**src/core/card_uart_defs.svh**
```systemverilog
// Constants of the card debug serial port: offsets, field positions,
// reset values and timing counts.
// Assumes inclusion by bare name from core/ files.
`ifndef CARD_UART_DEFS_SVH
`define CARD_UART_DEFS_SVH

// ****************************************
// Register offsets (local word addresses)
// ****************************************
`define UART_ADDR_W 24
`define UART_ADDR_DATA 24'h040048
`define UART_ADDR_CTRL 24'h040049
`define UART_ADDR_RATE 24'h04004A

// ****************************************
// Control/status fields
// ****************************************
`define UART_BIT_TX_BUSY 0
`define UART_BIT_RX_READY 1
`define UART_BIT_EN_RX_INT 6
`define UART_BIT_EN_TX_INT 7

// ****************************************
// Reset values
// ****************************************
`define UART_RATE_RST 8'hD0
`define UART_EN_RST 2'h0

// ****************************************
// Timing
// ****************************************
`define UART_CLK_HZ 100000000
`define UART_REF_HZ 2000000
`define UART_REF_DIV (`UART_CLK_HZ / `UART_REF_HZ)
`define UART_DATA_BITS 8
`define UART_FIFO_DEPTH 16

`endif

```
**src/core/card_uart_pkg.sv**
```systemverilog
// Types of the card debug serial port.
// Assumes nothing of its surroundings.
package card_uart_pkg;

  typedef enum logic [3:0] {
    TX_IDLE = 4'h1,
    TX_START = 4'h2,
    TX_DATA = 4'h4,
    TX_STOP = 4'h8
  } tx_state_t;

  typedef enum logic [3:0] {
    RX_IDLE = 4'h1,
    RX_START = 4'h2,
    RX_DATA = 4'h4,
    RX_STOP = 4'h8
  } rx_state_t;

endpackage

```
**src/core/card_debug_uart.sv**
```systemverilog
// Card debug serial port: data, control/status and rate registers on the
// local bus, 8N1 transmit and receive lines.
// Assumes a 100 MHz clock, synchronous reset and a serial input already
// synchronous to clk.
`timescale 1ns/1ps
`default_nettype none
`include "card_uart_defs.svh"
module card_debug_uart #(
  parameter int FIFO_DEPTH = `UART_FIFO_DEPTH
) (
  // Clock and reset
  input wire logic clk,
  input wire logic srst,
  // Local register port
  input wire logic [`UART_ADDR_W-1:0] regAddr,
  input wire logic regWrEn,
  input wire logic regRdEn,
  input wire logic [7:0] regWrData,
  output logic [7:0] regRdData,
  output logic txReady,
  // Serial lines
  output logic txLine,
  input wire logic rxLine
);
  // ****************************************
  // Reference tick and divisor
  // ****************************************
  localparam logic [7:0] REF_DIV = 8'(`UART_REF_DIV);
  logic [7:0] refCnt_q, refCnt_d;
  logic refTick;
  logic [7:0] rate_q, rate_d, effDiv;

  assign refTick = (refCnt_q == REF_DIV - 8'h01);
  // A zero divisor would give 256-tick transmit bits and per-tick receive samples, so it runs as one
  assign effDiv = (rate_q == 8'h00) ? 8'h01 : rate_q;

  always_comb
  begin
    refCnt_d = refTick ? 8'h00 : refCnt_q + 8'h01;
  end

  always_ff @(posedge clk)
  begin
    if (srst)
      refCnt_q <= 8'h00;
    else
      refCnt_q <= refCnt_d;
  end

  // ****************************************
  // Registers
  // ****************************************
  logic [1:0] intEn_q, intEn_d;
  logic [7:0] rdData_d;
  logic [7:0] rxData_q, rxData_d;
  logic rxAvail_q, rxAvail_d;
  logic rxDone;
  logic [7:0] rxShift_q, rxShift_d;
  logic txBusy;
  logic fifoValid, fifoPop;
  logic [7:0] fifoData;
  logic wrData, wrCtrl, wrRate, rdDataReg;

  assign wrData = regWrEn && (regAddr == `UART_ADDR_DATA);
  assign wrCtrl = regWrEn && (regAddr == `UART_ADDR_CTRL);
  assign wrRate = regWrEn && (regAddr == `UART_ADDR_RATE);
  assign rdDataReg = regRdEn && (regAddr == `UART_ADDR_DATA);

  always_comb
  begin
    intEn_d = intEn_q;
    rate_d = rate_q;
    rxData_d = rxData_q;
    rxAvail_d = rxAvail_q;
    rdData_d = regRdData;
    // Only the enables take write data here; status bits ignore it
    if (wrCtrl)
      intEn_d = {regWrData[`UART_BIT_EN_TX_INT], regWrData[`UART_BIT_EN_RX_INT]};
    if (wrRate)
      rate_d = regWrData;
    if (rdDataReg)
      rxAvail_d = 1'b0;
    // A character landing on the clearing read still counts
    if (rxDone)
    begin
      rxData_d = rxShift_q;
      rxAvail_d = 1'b1;
    end
    if (regRdEn)
    begin
      if (regAddr == `UART_ADDR_DATA)
        rdData_d = rxData_q;
      else if (regAddr == `UART_ADDR_CTRL)
        rdData_d = {intEn_q, 4'h0, rxAvail_q, txBusy};
      else if (regAddr == `UART_ADDR_RATE)
        rdData_d = rate_q;
      else
        rdData_d = 8'h00;
    end
  end

  always_ff @(posedge clk)
  begin
    if (srst)
    begin
      intEn_q <= `UART_EN_RST;
      rate_q <= `UART_RATE_RST;
      rxData_q <= 8'h00;
      rxAvail_q <= 1'b0;
      regRdData <= 8'h00;
    end
    else
    begin
      intEn_q <= intEn_d;
      rate_q <= rate_d;
      rxData_q <= rxData_d;
      rxAvail_q <= rxAvail_d;
      regRdData <= rdData_d;
    end
  end

  // ****************************************
  // Transmit queue
  // ****************************************
  // Writes made while the queue is full are dropped; txReady warns of it
  uart_fifo #(
    .WIDTH(8),
    .DEPTH(FIFO_DEPTH)
  ) txFifo (
    .clk(clk),
    .srst(srst),
    .inValid(wrData),
    .inReady(txReady),
    .inData(regWrData),
    .outValid(fifoValid),
    .outReady(fifoPop),
    .outData(fifoData)
  );

  // ****************************************
  // Transmitter
  // ****************************************
  card_uart_pkg::tx_state_t txState_q, txState_d;
  logic [7:0] txRef_q, txRef_d, txShift_q, txShift_d;
  logic [2:0] txBit_q, txBit_d;
  logic txLine_d, txBitEnd;

  assign txBitEnd = refTick && (txRef_q + 8'h01 == effDiv);
  assign fifoPop = (txState_q == card_uart_pkg::TX_IDLE) && fifoValid;
  // Queued bytes count as sending so software sees one busy stretch
  assign txBusy = (txState_q != card_uart_pkg::TX_IDLE) || fifoValid;

  always_comb
  begin
    txState_d = txState_q;
    txRef_d = txRef_q;
    txShift_d = txShift_q;
    txBit_d = txBit_q;
    txLine_d = txLine;
    if (txState_q != card_uart_pkg::TX_IDLE && refTick)
      txRef_d = txBitEnd ? 8'h00 : txRef_q + 8'h01;
    unique case (txState_q)
      card_uart_pkg::TX_IDLE:
        if (fifoValid)
        begin
          txShift_d = fifoData;
          txRef_d = 8'h00;
          txLine_d = 1'b0;
          txState_d = card_uart_pkg::TX_START;
        end
      card_uart_pkg::TX_START:
        if (txBitEnd)
        begin
          txLine_d = txShift_q[0];
          txBit_d = 3'h0;
          txState_d = card_uart_pkg::TX_DATA;
        end
      card_uart_pkg::TX_DATA:
        if (txBitEnd)
        begin
          txShift_d = {1'b0, txShift_q[7:1]};
          txBit_d = txBit_q + 3'h1;
          txLine_d = (txBit_q == 3'h7) ? 1'b1 : txShift_q[1];
          if (txBit_q == 3'h7)
            txState_d = card_uart_pkg::TX_STOP;
        end
      card_uart_pkg::TX_STOP:
        if (txBitEnd)
          txState_d = card_uart_pkg::TX_IDLE;
      default:
        txState_d = card_uart_pkg::TX_IDLE;
    endcase
  end

  always_ff @(posedge clk)
  begin
    if (srst)
    begin
      txState_q <= card_uart_pkg::TX_IDLE;
      txRef_q <= 8'h00;
      txShift_q <= 8'h00;
      txBit_q <= 3'h0;
      txLine <= 1'b1;
    end
    else
    begin
      txState_q <= txState_d;
      txRef_q <= txRef_d;
      txShift_q <= txShift_d;
      txBit_q <= txBit_d;
      txLine <= txLine_d;
    end
  end

  // ****************************************
  // Receiver
  // ****************************************
  card_uart_pkg::rx_state_t rxState_q, rxState_d;
  logic [7:0] rxRef_q, rxRef_d, rxTarget;
  logic [2:0] rxBit_q, rxBit_d;
  logic rxSample;

  // Start bit is checked at mid-bit, then every full bit after that
  assign rxTarget = (rxState_q == card_uart_pkg::RX_START) ? {1'b0, effDiv[7:1]} : effDiv;
  assign rxSample = refTick && (rxRef_q + 8'h01 >= rxTarget);
  assign rxDone = rxSample && (rxState_q == card_uart_pkg::RX_STOP) && rxLine;

  always_comb
  begin
    rxState_d = rxState_q;
    rxRef_d = rxRef_q;
    rxShift_d = rxShift_q;
    rxBit_d = rxBit_q;
    if (rxState_q != card_uart_pkg::RX_IDLE && refTick)
      rxRef_d = rxSample ? 8'h00 : rxRef_q + 8'h01;
    unique case (rxState_q)
      card_uart_pkg::RX_IDLE:
        if (!rxLine)
        begin
          rxRef_d = 8'h00;
          rxState_d = card_uart_pkg::RX_START;
        end
      card_uart_pkg::RX_START:
        if (rxSample)
        begin
          rxBit_d = 3'h0;
          // A glitch shorter than half a bit is not a start bit
          rxState_d = rxLine ? card_uart_pkg::RX_IDLE : card_uart_pkg::RX_DATA;
        end
      card_uart_pkg::RX_DATA:
        if (rxSample)
        begin
          rxShift_d = {rxLine, rxShift_q[7:1]};
          rxBit_d = rxBit_q + 3'h1;
          if (rxBit_q == 3'h7)
            rxState_d = card_uart_pkg::RX_STOP;
        end
      card_uart_pkg::RX_STOP:
        // A low stop bit drops the character
        if (rxSample)
          rxState_d = card_uart_pkg::RX_IDLE;
      default:
        rxState_d = card_uart_pkg::RX_IDLE;
    endcase
  end

  always_ff @(posedge clk)
  begin
    if (srst)
    begin
      rxState_q <= card_uart_pkg::RX_IDLE;
      rxRef_q <= 8'h00;
      rxShift_q <= 8'h00;
      rxBit_q <= 3'h0;
    end
    else
    begin
      rxState_q <= rxState_d;
      rxRef_q <= rxRef_d;
      rxShift_q <= rxShift_d;
      rxBit_q <= rxBit_d;
    end
  end

  // ****************************************
  // Checks
  // ****************************************
  // Clocks within a tx bit, counted apart from the divider so bitRate_a is independent
  logic [15:0] bitClk_q, bitClk_d, bitLen;

  assign bitLen = 16'(effDiv) * 16'(`UART_REF_DIV);

  always_comb
  begin
    bitClk_d = bitClk_q + 16'h0001;
    if (txBitEnd || txState_q == card_uart_pkg::TX_IDLE)
      bitClk_d = 16'h0000;
  end

  always_ff @(posedge clk)
  begin
    if (srst)
      bitClk_q <= 16'h0000;
    else
      bitClk_q <= bitClk_d;
  end
endmodule
`default_nettype wire

```
**src/core/uart_fifo.sv**
```systemverilog
// Small synchronous FIFO with valid/ready on both sides.
// Assumes one clock and a synchronous active-high reset.
`timescale 1ns/1ps
`default_nettype none
module uart_fifo #(
  parameter int WIDTH = 8,
  parameter int DEPTH = 16
) (
  // Clock and reset
  input wire logic clk,
  input wire logic srst,
  // Fill side
  input wire logic inValid,
  output logic inReady,
  input wire logic [WIDTH-1:0] inData,
  // Drain side
  output logic outValid,
  input wire logic outReady,
  output logic [WIDTH-1:0] outData
);
  localparam int AW = $clog2(DEPTH);

  logic [WIDTH-1:0] mem [DEPTH];
  logic [AW-1:0] wrPtr_q, wrPtr_d, rdPtr_q, rdPtr_d;
  logic [AW:0] count_q, count_d;
  logic push, pop;

  assign inReady = (count_q != (AW+1)'(DEPTH));
  assign outValid = (count_q != '0);
  assign outData = mem[rdPtr_q];
  assign push = inValid && inReady;
  assign pop = outValid && outReady;

  always_comb
  begin
    wrPtr_d = push ? wrPtr_q + AW'(1) : wrPtr_q;
    rdPtr_d = pop ? rdPtr_q + AW'(1) : rdPtr_q;
    count_d = count_q;
    if (push && !pop)
      count_d = count_q + (AW+1)'(1);
    else if (pop && !push)
      count_d = count_q - (AW+1)'(1);
  end

  always_ff @(posedge clk)
  begin
    if (srst)
    begin
      wrPtr_q <= '0;
      rdPtr_q <= '0;
      count_q <= '0;
    end
    else
    begin
      wrPtr_q <= wrPtr_d;
      rdPtr_q <= rdPtr_d;
      count_q <= count_d;
    end
  end

  // Storage has no reset; only pointers guard its contents
  always_ff @(posedge clk)
  begin
    if (push)
      mem[wrPtr_q] <= inData;
  end
endmodule
`default_nettype wire

```
**config.mk**
```make
export PLATFORM = sky130hd
export DESIGN_NAME = card_debug_uart
export DESIGN_NICKNAME = d
export VERILOG_FILES = /design/src/core/card_uart_pkg.sv /design/src/core/card_debug_uart.sv /design/src/core/uart_fifo.sv
export VERILOG_INCLUDE_DIRS = /design/src /design/src/core
export SDC_FILE = /design/constraint.sdc
export NUM_CORES = 1
export LEC_CHECK = 0
export BUFFER_PORTS_ARGS = -buffer_cell sky130_fd_sc_hd__buf_2
export CAP_MARGIN = 15
export CORE_ASPECT_RATIO = 0.5
export CORE_MARGIN = 4
export CORE_UTILIZATION = 53
export DETAILED_ROUTE_END_ITERATION = 6
export PLACE_DENSITY_LB_ADDON = 0.2
export SYNTH_ARGS = -nofsm -noshare
export SYNTH_HDL_FRONTEND = slang
export SYNTH_SLANG_ARGS = --single-unit
export TNS_END_PERCENT = 50
```
**constraint.sdc**
```tcl
create_clock -name clk -period 6.9 [get_ports clk]
set_input_delay 0.69 -clock clk [delete_from_list [all_inputs] [get_ports clk]]
set_output_delay 0.69 -clock clk [all_outputs]
set_load 0.01 [all_outputs]
```
==> results of run 1 <==
==> through the flow <==
step / worst slack, ns / area [sq um] / hold slack (ns)
final: 3.16 / 11400 / 0.467
after global routing: 2.76 / 11400 / 0.488
after CTS: 3.22 / 11400 / 0.470
after detailed placement: 3.24 / 10700 / 0.460
after global placement: 3.35 / 10700 / 0.445
after floorplan: 3.68 / 10300 / 0.438
==> tightest hold or removal path: cells and delay by family (launching register included) <==
family,cells,cell delay [ns]
flops,1,0.31
mux,1,0.05
simple gates,1,0.05
==> layout make-up <==
| type | count | share of cell area [%] |
|---|---|---|
| clock inverters | 11 | 0.790 |
| inverters | 18 | 0.592 |
| well taps | 259 | 2.84 |
| multi-input cells | 543 | 36.9 |
| repair buffers | 58 | 2.81 |
| clock buffers | 26 | 4.95 |
| flip-flops and latches | 227 | 51.1 |
==> placed cells by master, fill, tap and decap left out, types with 5 or more instances in the layout <==
master / count
sky130_fd_sc_hd__a211oi_1: 5
sky130_fd_sc_hd__a21o_1: 8
sky130_fd_sc_hd__a21oi_1: 48
sky130_fd_sc_hd__a31oi_1: 6
sky130_fd_sc_hd__and2_1: 8
sky130_fd_sc_hd__and3_1: 6
sky130_fd_sc_hd__buf_2: 46
sky130_fd_sc_hd__buf_4: 9
sky130_fd_sc_hd__clkbuf_16: 21
sky130_fd_sc_hd__dfxtp_1: 98
sky130_fd_sc_hd__edfxtp_1: 128
sky130_fd_sc_hd__ha_1: 25
sky130_fd_sc_hd__inv_1: 16
sky130_fd_sc_hd__mux2i_1: 28
sky130_fd_sc_hd__mux4_2: 39
sky130_fd_sc_hd__nand2_1: 77
sky130_fd_sc_hd__nand2b_1: 8
sky130_fd_sc_hd__nand3_1: 15
sky130_fd_sc_hd__nand4_1: 26
sky130_fd_sc_hd__nor2_1: 69
sky130_fd_sc_hd__nor2b_1: 9
sky130_fd_sc_hd__nor3_1: 16
sky130_fd_sc_hd__nor4_1: 9
sky130_fd_sc_hd__o21ai_0: 13
sky130_fd_sc_hd__o31ai_1: 19
sky130_fd_sc_hd__xnor2_1: 11
sky130_fd_sc_hd__xor2_1: 19
==> cell families (layout without fill, tap and decap cells) <==
family          Yosys count  count (layout)
compound gates          150             150
flops                   227             227
buf+inv                  65             113
xor+xnor                 30              30
simple gates            270             270
mux                      67              67
fa+ha+maj                26              26
==> registers in the layout, indices dropped and copies added (netlist names), 4 cells and up, named ones only <==
| signal | flops |
|---|---|
| rate_q | 8 |
| txFifo.rdPtr_q | 4 |
| txFifo.wrPtr_q | 4 |
| rxState_q | 4 |
| rxRef_q | 8 |
| txRef_q | 8 |
| txShift_q | 8 |
| regRdData | 8 |
| refCnt_q | 8 |
| txFifo.mem | 128 |
| txState_q | 4 |
| txFifo.count_q | 5 |
| rxShift_q | 8 |
| rxData_q | 8 |
==> final timing paths <==
path,start,to,slack [ns]
worst max register to register,rxState_q[2],rxState_q[3],3.16
worst min register to register,txShift_q[5],txShift_q[5],0.47
worst max-delay path,rxState_q[2],rxState_q[3],3.16
worst min-delay path,txShift_q[5],txShift_q[5],0.47
==> power breakdown <==
group	switching [mW]	leakage [nW]	internal (mW)
combinational	0.343	1.65	0.298
clock	0.500	0.326	0.624
sequential	0.0455	1.95	1.48
==> routing by layer <==
layer / share of wire [%] / global-route usage (%) / vias up / routed length, um
met5: 0 / 0 / - / 0
met1: 46 / 28.5 / 3291 / 9750
met3: 5.3 / 3.41 / 30 / 1140
met4: 1.7 / 4.11 / 0 / 355
met2: 47 / 31.8 / 178 / 10100
li1: - / - / 3242 / -
==> results.toml, run 1 <==
[status]
outcome = "complete, no violations"

[sta]
timing_hold_violations_final = 0
slew_viol_final = 0
grt_setup_unrepaired = "no"
relSlewSlack_pct = 34.0
final_min_period_over_clock_period_pct = 54.1
achievable-frequency_mhz = 268
finalClockSkew_ns = 0.0227
setup-tns-final_ns = 0
final_period_minus_worst_setup_slack_ns = 3.74
report.final.setup_viol = 0
timing_worst_slew_pin_value_ns = 0.983

[synthesis]
postSynthRegisterBits = 227
syn_area_per_cell_sq_um = 12.4
synth_area_leader_cell = "sky130_fd_sc_hd__edfxtp_1"
synth_top_family_by_area = "simple AND/OR/NAND/NOR gates"
yosys-top-cells-count = "128 x sky130_fd_sc_hd__edfxtp_1, 99 x sky130_fd_sc_hd__dfxtp_1, 77 x sky130_fd_sc_hd__nand2_1"
synth_area_sq_um = 10300
post_synth_inst_count = 835
ys_types = 72
async_reset_ff_share_pct = 0
post-synth-top-count-cell = "sky130_fd_sc_hd__edfxtp_1"
synth_enable_flop_cells = 128
synthXorXnorAreaFrac_pct = 2.55
synth_compound_gate_area_share_pct = 10.5
dominantRegCellSynth = "sky130_fd_sc_hd__edfxtp_1"
synthDominantCellAreaShare_pct = 37.3
post_synth_main_area_contributors = "sky130_fd_sc_hd__edfxtp_1 37%, sky130_fd_sc_hd__dfxtp_1 19%, sky130_fd_sc_hd__mux4_2 8.5%, sky130_fd_sc_hd__ha_1 3.0%, sky130_fd_sc_hd__nand2_1 2.8%"
yosysWarningCount = 0
synth.yosys.seq_area_share_pct = 56.5
muxShareOfSynthArea_pct = 11.2
synth-simple-area-share_pct = 13.3
postSynthNetCount = 898
synthAdderAreaFrac_pct = 3.23

[detailed_routing]
wirelength_um = 21300
detailedRoute.firstPassIterationCount = 5
dr_total_vias = 6741
ant_nets = 0
violation_count_after_the_first_detailed_routing_iteration = 534
drc = 0
viasPerCell = 5.90
wire_per_inst_um = 18.6

[floorplanning]
initial_core_utilization_pct = 55.0
die_area_sq_um = 21900
die_x_um = 205
floorplan.die.height_um = 107
placeableCoreArea_sq_um = 18700
rows = 35
design.portCount = 47

[clocking]
cts.reportedPaths.clkPinSlew_ns = 0.07
post_cts_hold_buffer_count = 0
cts_htree_levels = 1
cts_made_buffers = 21
number_of_clock_sinks = 227
max-clock-path-buffers = 3
clock_latency_ns = 0.51
postCtsSetupBuffers = 0
postCtsResizedCells = 0
tritoncts_clock_tree = "done"
root_driver = "sky130_fd_sc_hd__clkbuf_16"

[finish]
drive_gt1_share_pct = 17.8
fillerInstances = 1503
utilization_pct = 60.9
nNetsFinal = 932
synth_to_final_area_change_pct = 10.6
finished_layout_cells = 1142
multiInputGateArea_sq_um = 4210
sequential_cell_area_sq_um = 5830
antennaDiodeCount = 0

[setup_path]
worst_setup_path_start_kind = "flop"
critical_path_s_largest_stage_delay_ns = 0.76
ff2ff_path_depth = 9
timing.critical_path.cells = "nand2b_1, nor3_1, nor2_1, a21oi_1, ha_1, o2111ai_1, a21o_1, o21ai_0, a2111oi_1"
critPathRequiredTime_ns = 7.28
critical_path_buf_inv_count = 0
path_class = "flop to flop"
path_max_fanout = 21
timing.critical_path.slowest_stage_cell = "sky130_fd_sc_hd__nor3_1"
timing.critical_path.arrival_ns = 4.11
critical-path-top-delay-family = "compound AO/OA/AOI/OAI gates"
crit_cells = 9
critical_path.endpoint_type = "flop"

[place]
placed_cells = 1102
place.port_buffers = 46
place_congestion = 0.845
detailed_place_hpwl_um = 14300

[grt]
grt_start_max_net_pins = 62
grt_pass1_vias = 6609
grt-ovfl-total = 0
grt_first_pass_wirelength_um = 34900
grt_util_all_layers_pct = 19.7
number_of_antenna_violations_at_the_first_check_in_global_routing = 0

[pwr]
p_leak_nw = 3.93
totalPowerFinal_mw = 3.29
worst_vdd_drop_uv = 173
power.density_cell_area_nw_per_um2 = 288

[min_path]
worst_hold_path.num_cells = 2
hold_class = "flop to flop"

[job]
cap_viol_max_count = 0
No activity file was read; power rests on OpenSTA's default activity.
==> inputs of run 2 (changes only) <==
--- a/config.mk
+++ b/config.mk
@@ -6,6 +6,7 @@
 export SDC_FILE = /design/constraint.sdc
 export NUM_CORES = 1
 export LEC_CHECK = 0
+export ABC_AREA = 1
 export BUFFER_PORTS_ARGS = -buffer_cell sky130_fd_sc_hd__buf_2
 export CAP_MARGIN = 15
 export CORE_ASPECT_RATIO = 0.5
==> constraint.sdc (replaced) <==
create_clock -name clk -period 3.6 [get_ports clk]
set_input_delay 0.36 -clock clk [delete_from_list [all_inputs] [get_ports clk]]
set_output_delay 0.36 -clock clk [all_outputs]
set_load 0.01 [all_outputs]
==> results.toml, run 2 <==
[grt]
number_of_antenna_violations_at_the_first_check_in_global_routing = 0
grt_first_pass_wirelength_um = 39800
grt_start_max_net_pins = 65
grt_pass1_vias = 7794
grt_util_all_layers_pct = 22.3
grt-ovfl-total = 0

[detailed_routing]
wire_per_inst_um = 16.3
dr_total_vias = 8080
wirelength_um = 23900
ant_nets = 0
detailedRoute.firstPassIterationCount = 5
viasPerCell = 5.52
violation_count_after_the_first_detailed_routing_iteration = 674
drc = 0

[sta]
slew_viol_final = 0
final.hold.worst_slack_ns = 0.164
relSlewSlack_pct = 29.3
final_period_minus_worst_setup_slack_ns = 2.89
final_min_period_over_clock_period_pct = 80.2
report.final.setup_viol = 0
finalClockSkew_ns = 0.0188
timing_hold_violations_final = 0
setup-tns-final_ns = 0
timing_worst_slew_pin_value_ns = 1.06
grt_setup_unrepaired = "no"
achievable-frequency_mhz = 346

[synthesis]
ys_types = 43
synth.yosys.seq_area_share_pct = 56.1
synth_area_sq_um = 10400
synthDominantCellAreaShare_pct = 37.0
post_synth_inst_count = 1161
yosys-top-cells-count = "223 x sky130_fd_sc_hd__nand2_1, 148 x sky130_fd_sc_hd__nor2_1, 128 x sky130_fd_sc_hd__edfxtp_1"
synth_enable_flop_cells = 128
postSynthNetCount = 1224
post-synth-top-count-cell = "sky130_fd_sc_hd__nand2_1"
dominantRegCellSynth = "sky130_fd_sc_hd__edfxtp_1"
postSynthRegisterBits = 227
post_synth_main_area_contributors = "sky130_fd_sc_hd__edfxtp_1 37%, sky130_fd_sc_hd__dfxtp_1 19%, sky130_fd_sc_hd__nand2_1 8.1%, sky130_fd_sc_hd__nor2_1 5.4%, sky130_fd_sc_hd__o21ai_0 4.5%"
synth_area_leader_cell = "sky130_fd_sc_hd__edfxtp_1"
yosysWarningCount = 0
async_reset_ff_share_pct = 0
syn_area_per_cell_sq_um = 8.94

[clocking]
cts_made_buffers = 21
post_cts_hold_buffer_count = 0
cts_htree_levels = 1
number_of_clock_sinks = 227
cts.reportedPaths.clkPinSlew_ns = 0.06
max-clock-path-buffers = 3
tritoncts_clock_tree = "done"
postCtsSetupBuffers = 0
root_driver = "sky130_fd_sc_hd__clkbuf_16"
clock_latency_ns = 0.50
postCtsResizedCells = 0

[floorplanning]
die_x_um = 206
initial_core_utilization_pct = 55.2
floorplan.die.height_um = 107
rows = 35
design.portCount = 47
placeableCoreArea_sq_um = 18800
die_area_sq_um = 22000

[setup_path]
path_class = "flop to flop"
critical_path.endpoint_type = "flop"
ff2ff_setup_slack_ns = 0.71
timing.critical_path.arrival_ns = 3.31
worst_setup_path_start_kind = "flop"
critPathRequiredTime_ns = 4.02
path_max_fanout = 19
ff2ff_path_depth = 17

[pwr]
p_leak_nw = 4.42
proportion_of_power_drawn_by_the_clock_network_pct = 30.0
sequentialPowerShare_pct = 42.3
relative_contribution_of_combinational_cells_to_total_power_pct = 27.7
worst_vdd_drop_uv = 376
power.density_cell_area_nw_per_um2 = 612
swShare_pct = 33.2
intPower_mw = 4.68
switchingPower_mw = 2.33

[finish]
layout.cells.most_common_list = "223 x sky130_fd_sc_hd__nand2_1, 148 x sky130_fd_sc_hd__nor2_1, 128 x sky130_fd_sc_hd__edfxtp_1"
largest_reg_flops = 128
final_common_cell = "sky130_fd_sc_hd__nand2_1"
multiInputGateArea_sq_um = 3910
fillerInstances = 1571
drive_gt1_share_pct = 8.71
sequential_cell_area_sq_um = 5830
synth_to_final_area_change_pct = 10.4
antennaDiodeCount = 0
largest-register = "txFifo.mem"
nNetsFinal = 1254

[place]
place.port_buffers = 46
detailed_place_hpwl_um = 15900
place_congestion = 0.829

[job]
cap_viol_max_count = 0

[min_path]
worst_hold_path.num_cells = 3
hold_class = "input port to flop"

[status]
outcome = "complete, no violations"
run 2: critical path: stages (launching register included):
cell                      delay [ns]
sky130_fd_sc_hd__dfxtp_1        0.33
sky130_fd_sc_hd__nor2_1         0.10
sky130_fd_sc_hd__inv_1          0.05
sky130_fd_sc_hd__nor3_1         0.23
sky130_fd_sc_hd__buf_4          0.24
sky130_fd_sc_hd__inv_1          0.11
sky130_fd_sc_hd__nand2_1        0.08
sky130_fd_sc_hd__o21ai_0        0.10
sky130_fd_sc_hd__ha_1           0.19
sky130_fd_sc_hd__inv_1          0.05
sky130_fd_sc_hd__a21oi_1        0.05
sky130_fd_sc_hd__o21ai_0        0.17
sky130_fd_sc_hd__nand2_1        0.07
sky130_fd_sc_hd__nand3_1        0.10
sky130_fd_sc_hd__nand2_1        0.13
sky130_fd_sc_hd__nor2_2         0.50
sky130_fd_sc_hd__o21ai_0        0.16
sky130_fd_sc_hd__a31oi_1        0.15
run 2: final timing paths:
path	start	endpoint
hold / removal	rxLine	rxState_q[0]
setup / recovery	rxState_q[3]	rxBit_q[0]
setup reg to reg	rxState_q[3]	rxBit_q[0]
hold reg to reg	txLine	txLine
run 2: layout make-up:
class                      count  area share, %
clock inverter                 4          0.229
clock buffer                  34           5.45
multi-input combinational    770           34.1
timing repair buffer          58           2.80
sequential                   227           50.9
inverter                     113           3.70
tap                          259           2.83
run 2: cells by family (layout without fill, tap and decap cells):
kind of cell	count (synthesis)	after routing	synth area share (%)
xor+xnor	15	15	1.40
fa+ha+maj	26	26	3.21
compound gates	228	228	12.1
buf+inv	164	209	6.22
flops	227	227	56.1
simple gates	501	501	21.0
run 2: through the flow:
step	std cells	utilization (%)	power [mW]	setup WS (ns)	instance area, sq um
final	1465	61.0	7.01	0.711	11500
after floorplan	1161	-	4.37	0.951	10400
after detailed placement	1427	57.5	4.94	0.610	10800
after global placement	1427	57.5	4.87	0.780	10800
after CTS	1465	61.0	7.04	0.699	11500
after global routing	1465	61.0	7.44	0.257	11500
run 2: power by group through the flow:
stage / clock network (mW) / registers [mW] / logic, mW
after floorplan: 0 / 3.00 / 1.37
after global placement: 0 / 3.01 / 1.86
after detailed placement: 0 / 3.02 / 1.92
after CTS: 2.14 / 2.96 / 1.93
after global routing: 2.27 / 2.98 / 2.19
final: 2.10 / 2.96 / 1.94
run 2: per-layer routing:
layer	vias up	GRT usage (%)	share of wire, %	wire length, um
met3	34	3.96	6.8	1620
met2	236	37.5	46	11100
met1	3810	30.7	45	10800
met4	0	4.70	1.8	428
met5	-	0	0	0
li1	4000	-	-	-
==> inputs of run 3 (changes only) <==
==> constraint.sdc (replaced) <==
create_clock -name clk -period 2.8 [get_ports clk]
set_input_delay 0.28 -clock clk [delete_from_list [all_inputs] [get_ports clk]]
set_output_delay 0.28 -clock clk [all_outputs]
set_load 0.01 [all_outputs]
==> results.toml, run 3 (same netlist as run 2, synthesis figures left out) <==
[status]
outcome = "complete, no violations"

[sta]
slew_viol_final = 0
grt_setup_unrepaired = "yes"
timing_hold_violations_final = 0
final_period_minus_worst_setup_slack_ns = 2.57
timing_worst_slew_pin_value_ns = 0.763
final_min_period_over_clock_period_pct = 91.8
report.final.setup_viol = 0
relSlewSlack_pct = 49.1
finalClockSkew_ns = 0.0127
achievable-frequency_mhz = 389

[detailed_routing]
wirelength_um = 24100
drc = 0
wire_per_inst_um = 16.1
ant_nets = 0
detailedRoute.firstPassIterationCount = 5
violation_count_after_the_first_detailed_routing_iteration = 792
dr_total_vias = 8174
viasPerCell = 5.47

[floorplanning]
initial_core_utilization_pct = 55.2
rows = 35
floorplan.die.height_um = 107
design.portCount = 47
die_area_sq_um = 22000
placeableCoreArea_sq_um = 18800
die_x_um = 206

[finish]
fillerInstances = 1550
multiInputGateArea_sq_um = 3940
largest-register = "txFifo.mem"
utilization_pct = 62.6
nNetsFinal = 1283
antennaDiodeCount = 0
sequential_cell_area_sq_um = 5830
synth_to_final_area_change_pct = 13.3
finished_layout_cells = 1494
largest_reg_flops = 128
layout.cells.most_common_list = "222 x sky130_fd_sc_hd__nand2_1, 146 x sky130_fd_sc_hd__nor2_1, 128 x sky130_fd_sc_hd__edfxtp_1"
drive_gt1_share_pct = 11.9
final_common_cell = "sky130_fd_sc_hd__nand2_1"

[pwr]
switchingPower_mw = 3.04
intPower_mw = 6.19
worst_vdd_drop_uv = 429
p_leak_nw = 4.62
swShare_pct = 33.0
proportion_of_power_drawn_by_the_clock_network_pct = 31.6
relative_contribution_of_combinational_cells_to_total_power_pct = 27.1
power.density_cell_area_nw_per_um2 = 785
sequentialPowerShare_pct = 41.3

[place]
place.port_buffers = 46
place_congestion = 0.852
placed_cells = 1451
detailed_place_hpwl_um = 16000

[clocking]
number_of_clock_sinks = 227
cts.reportedPaths.clkPinSlew_ns = 0.07
max-clock-path-buffers = 3
cts_made_buffers = 21
tritoncts_clock_tree = "done"
cts_htree_levels = 1
root_driver = "sky130_fd_sc_hd__clkbuf_16"
clock_latency_ns = 0.50
post_cts_hold_buffer_count = 0

[job]
cap_viol_max_count = 0

[min_path]
worst_hold_path.num_cells = 3
hold_class = "input port to flop"
holdCritStartpoint = "rxLine"
hold_endpoint = "rxState_q[0]"

[setup_path]
worst_setup_path_start_kind = "flop"
timing.critical_path.arrival_ns = 2.99
critical_path_s_largest_stage_delay_ns = 0.37
rr_endpoint = "rxData_q[6]"
timing.critical_path.cells = "ha_1, nand3_1, nand3b_1, xor2_1, inv_1, ha_1, nand2_1, nor2_1, nor3_1, nand3_2, nand2_4, nor3_2, buf_6, buf_4, a21oi_1"
critPathRequiredTime_ns = 3.22
timing.critical_path.slowest_stage_cell = "sky130_fd_sc_hd__dfxtp_2"
critical_path.most_common_cell = "sky130_fd_sc_hd__ha_1"
path_class = "flop to flop"
path_max_fanout = 15
critical_path.endpoint_type = "flop"
ff2ff_setup_slack_ns = 0.23
reg2reg_from = "rxRef_q[0]"
ff2ff_path_depth = 15

[grt]
grt_pass1_vias = 7663
grt_start_max_net_pins = 65
grt_first_pass_wirelength_um = 39000
number_of_antenna_violations_at_the_first_check_in_global_routing = 0
grt-ovfl-total = 0
grt_util_all_layers_pct = 22.1
==> run 3: timing repair <==
| item | CTS | global route |
|---|---|---|
| cloned | 0 | 0 |
| setup endpoints to repair | 1 | 31 |
| buffers inserted | 0 | 5 |
| resized for setup | 1 | 15 |
==> run 3: metal layers <==
layer  part of all wire [%]  vias to the layer above  GRT usage [%]
met5                      0                        -              0
met4                    1.6                        0           4.93
met3                    5.9                       29           3.08
met2                     47                      216           37.1
met1                     46                     3870           30.8
li1                       -                     4059              -
==> run 3: power groups by stage <==
stage	clock network, mW	logic, mW	registers [mW]
detailed placement	0	2.48	3.88
global route	3.09	2.84	3.83
finish	2.92	2.50	3.81
floorplan	0	1.76	3.86
CTS	2.95	2.49	3.81
global placement	0	2.41	3.87
==> run 3: through the flow <==
stage	cell area, sq um	setup TNS (ns)	hold WS [ns]	worst slack (ns)	total power [mW]
3_3_place_gp	11000	0	0.438	0.172	6.28
4_1_cts	11700	0	0.0775	0.0652	9.25
2_1_floorplan	10400	0	0.379	0.175	5.62
3_5_place_dp	11000	0	0.449	0.0326	6.36
5_1_grt	11800	-0.0269	0.100	-0.0269	9.76
6_report	11800	0	0.0950	0.230	9.23
==> run 3: how the worst max path moves through the flow <==
stage | from | to | slack [ns] | depth (start not counted)
2_1_floorplan | rxState_q[3] | rxData_q[5] | 0.17 | 15
3_3_place_gp | rxRef_q[0] | rxData_q[0] | 0.17 | 16
3_5_place_dp | regAddr[16] | txFifo.count_q[4] | 0.03 | 16
4_1_cts | rxRef_q[0] | rxData_q[6] | 0.07 | 15
5_1_grt | txFifo.count_q[0] | txFifo.count_q[4] | -0.03 | 16
6_report | rxRef_q[0] | rxData_q[6] | 0.23 | 15
==> run 3: cell type report <==
cell class	instances	area share, %
flip-flops and latches	227	49.6
clock buffers	31	5.13
multi-input cells	770	33.5
well taps	259	2.76
inverters	113	3.61
clock inverters	7	0.777
repair buffers	87	4.64
==> run 3: worst max-delay path: cells and delay by family (launching register included) <==
kind | cells | cell delay [ns]
compound gates | 1 | 0.14
xor+xnor | 1 | 0.15
fa+ha+maj | 2 | 0.50
buf+inv | 3 | 0.37
flops | 1 | 0.37
simple gates | 8 | 0.97
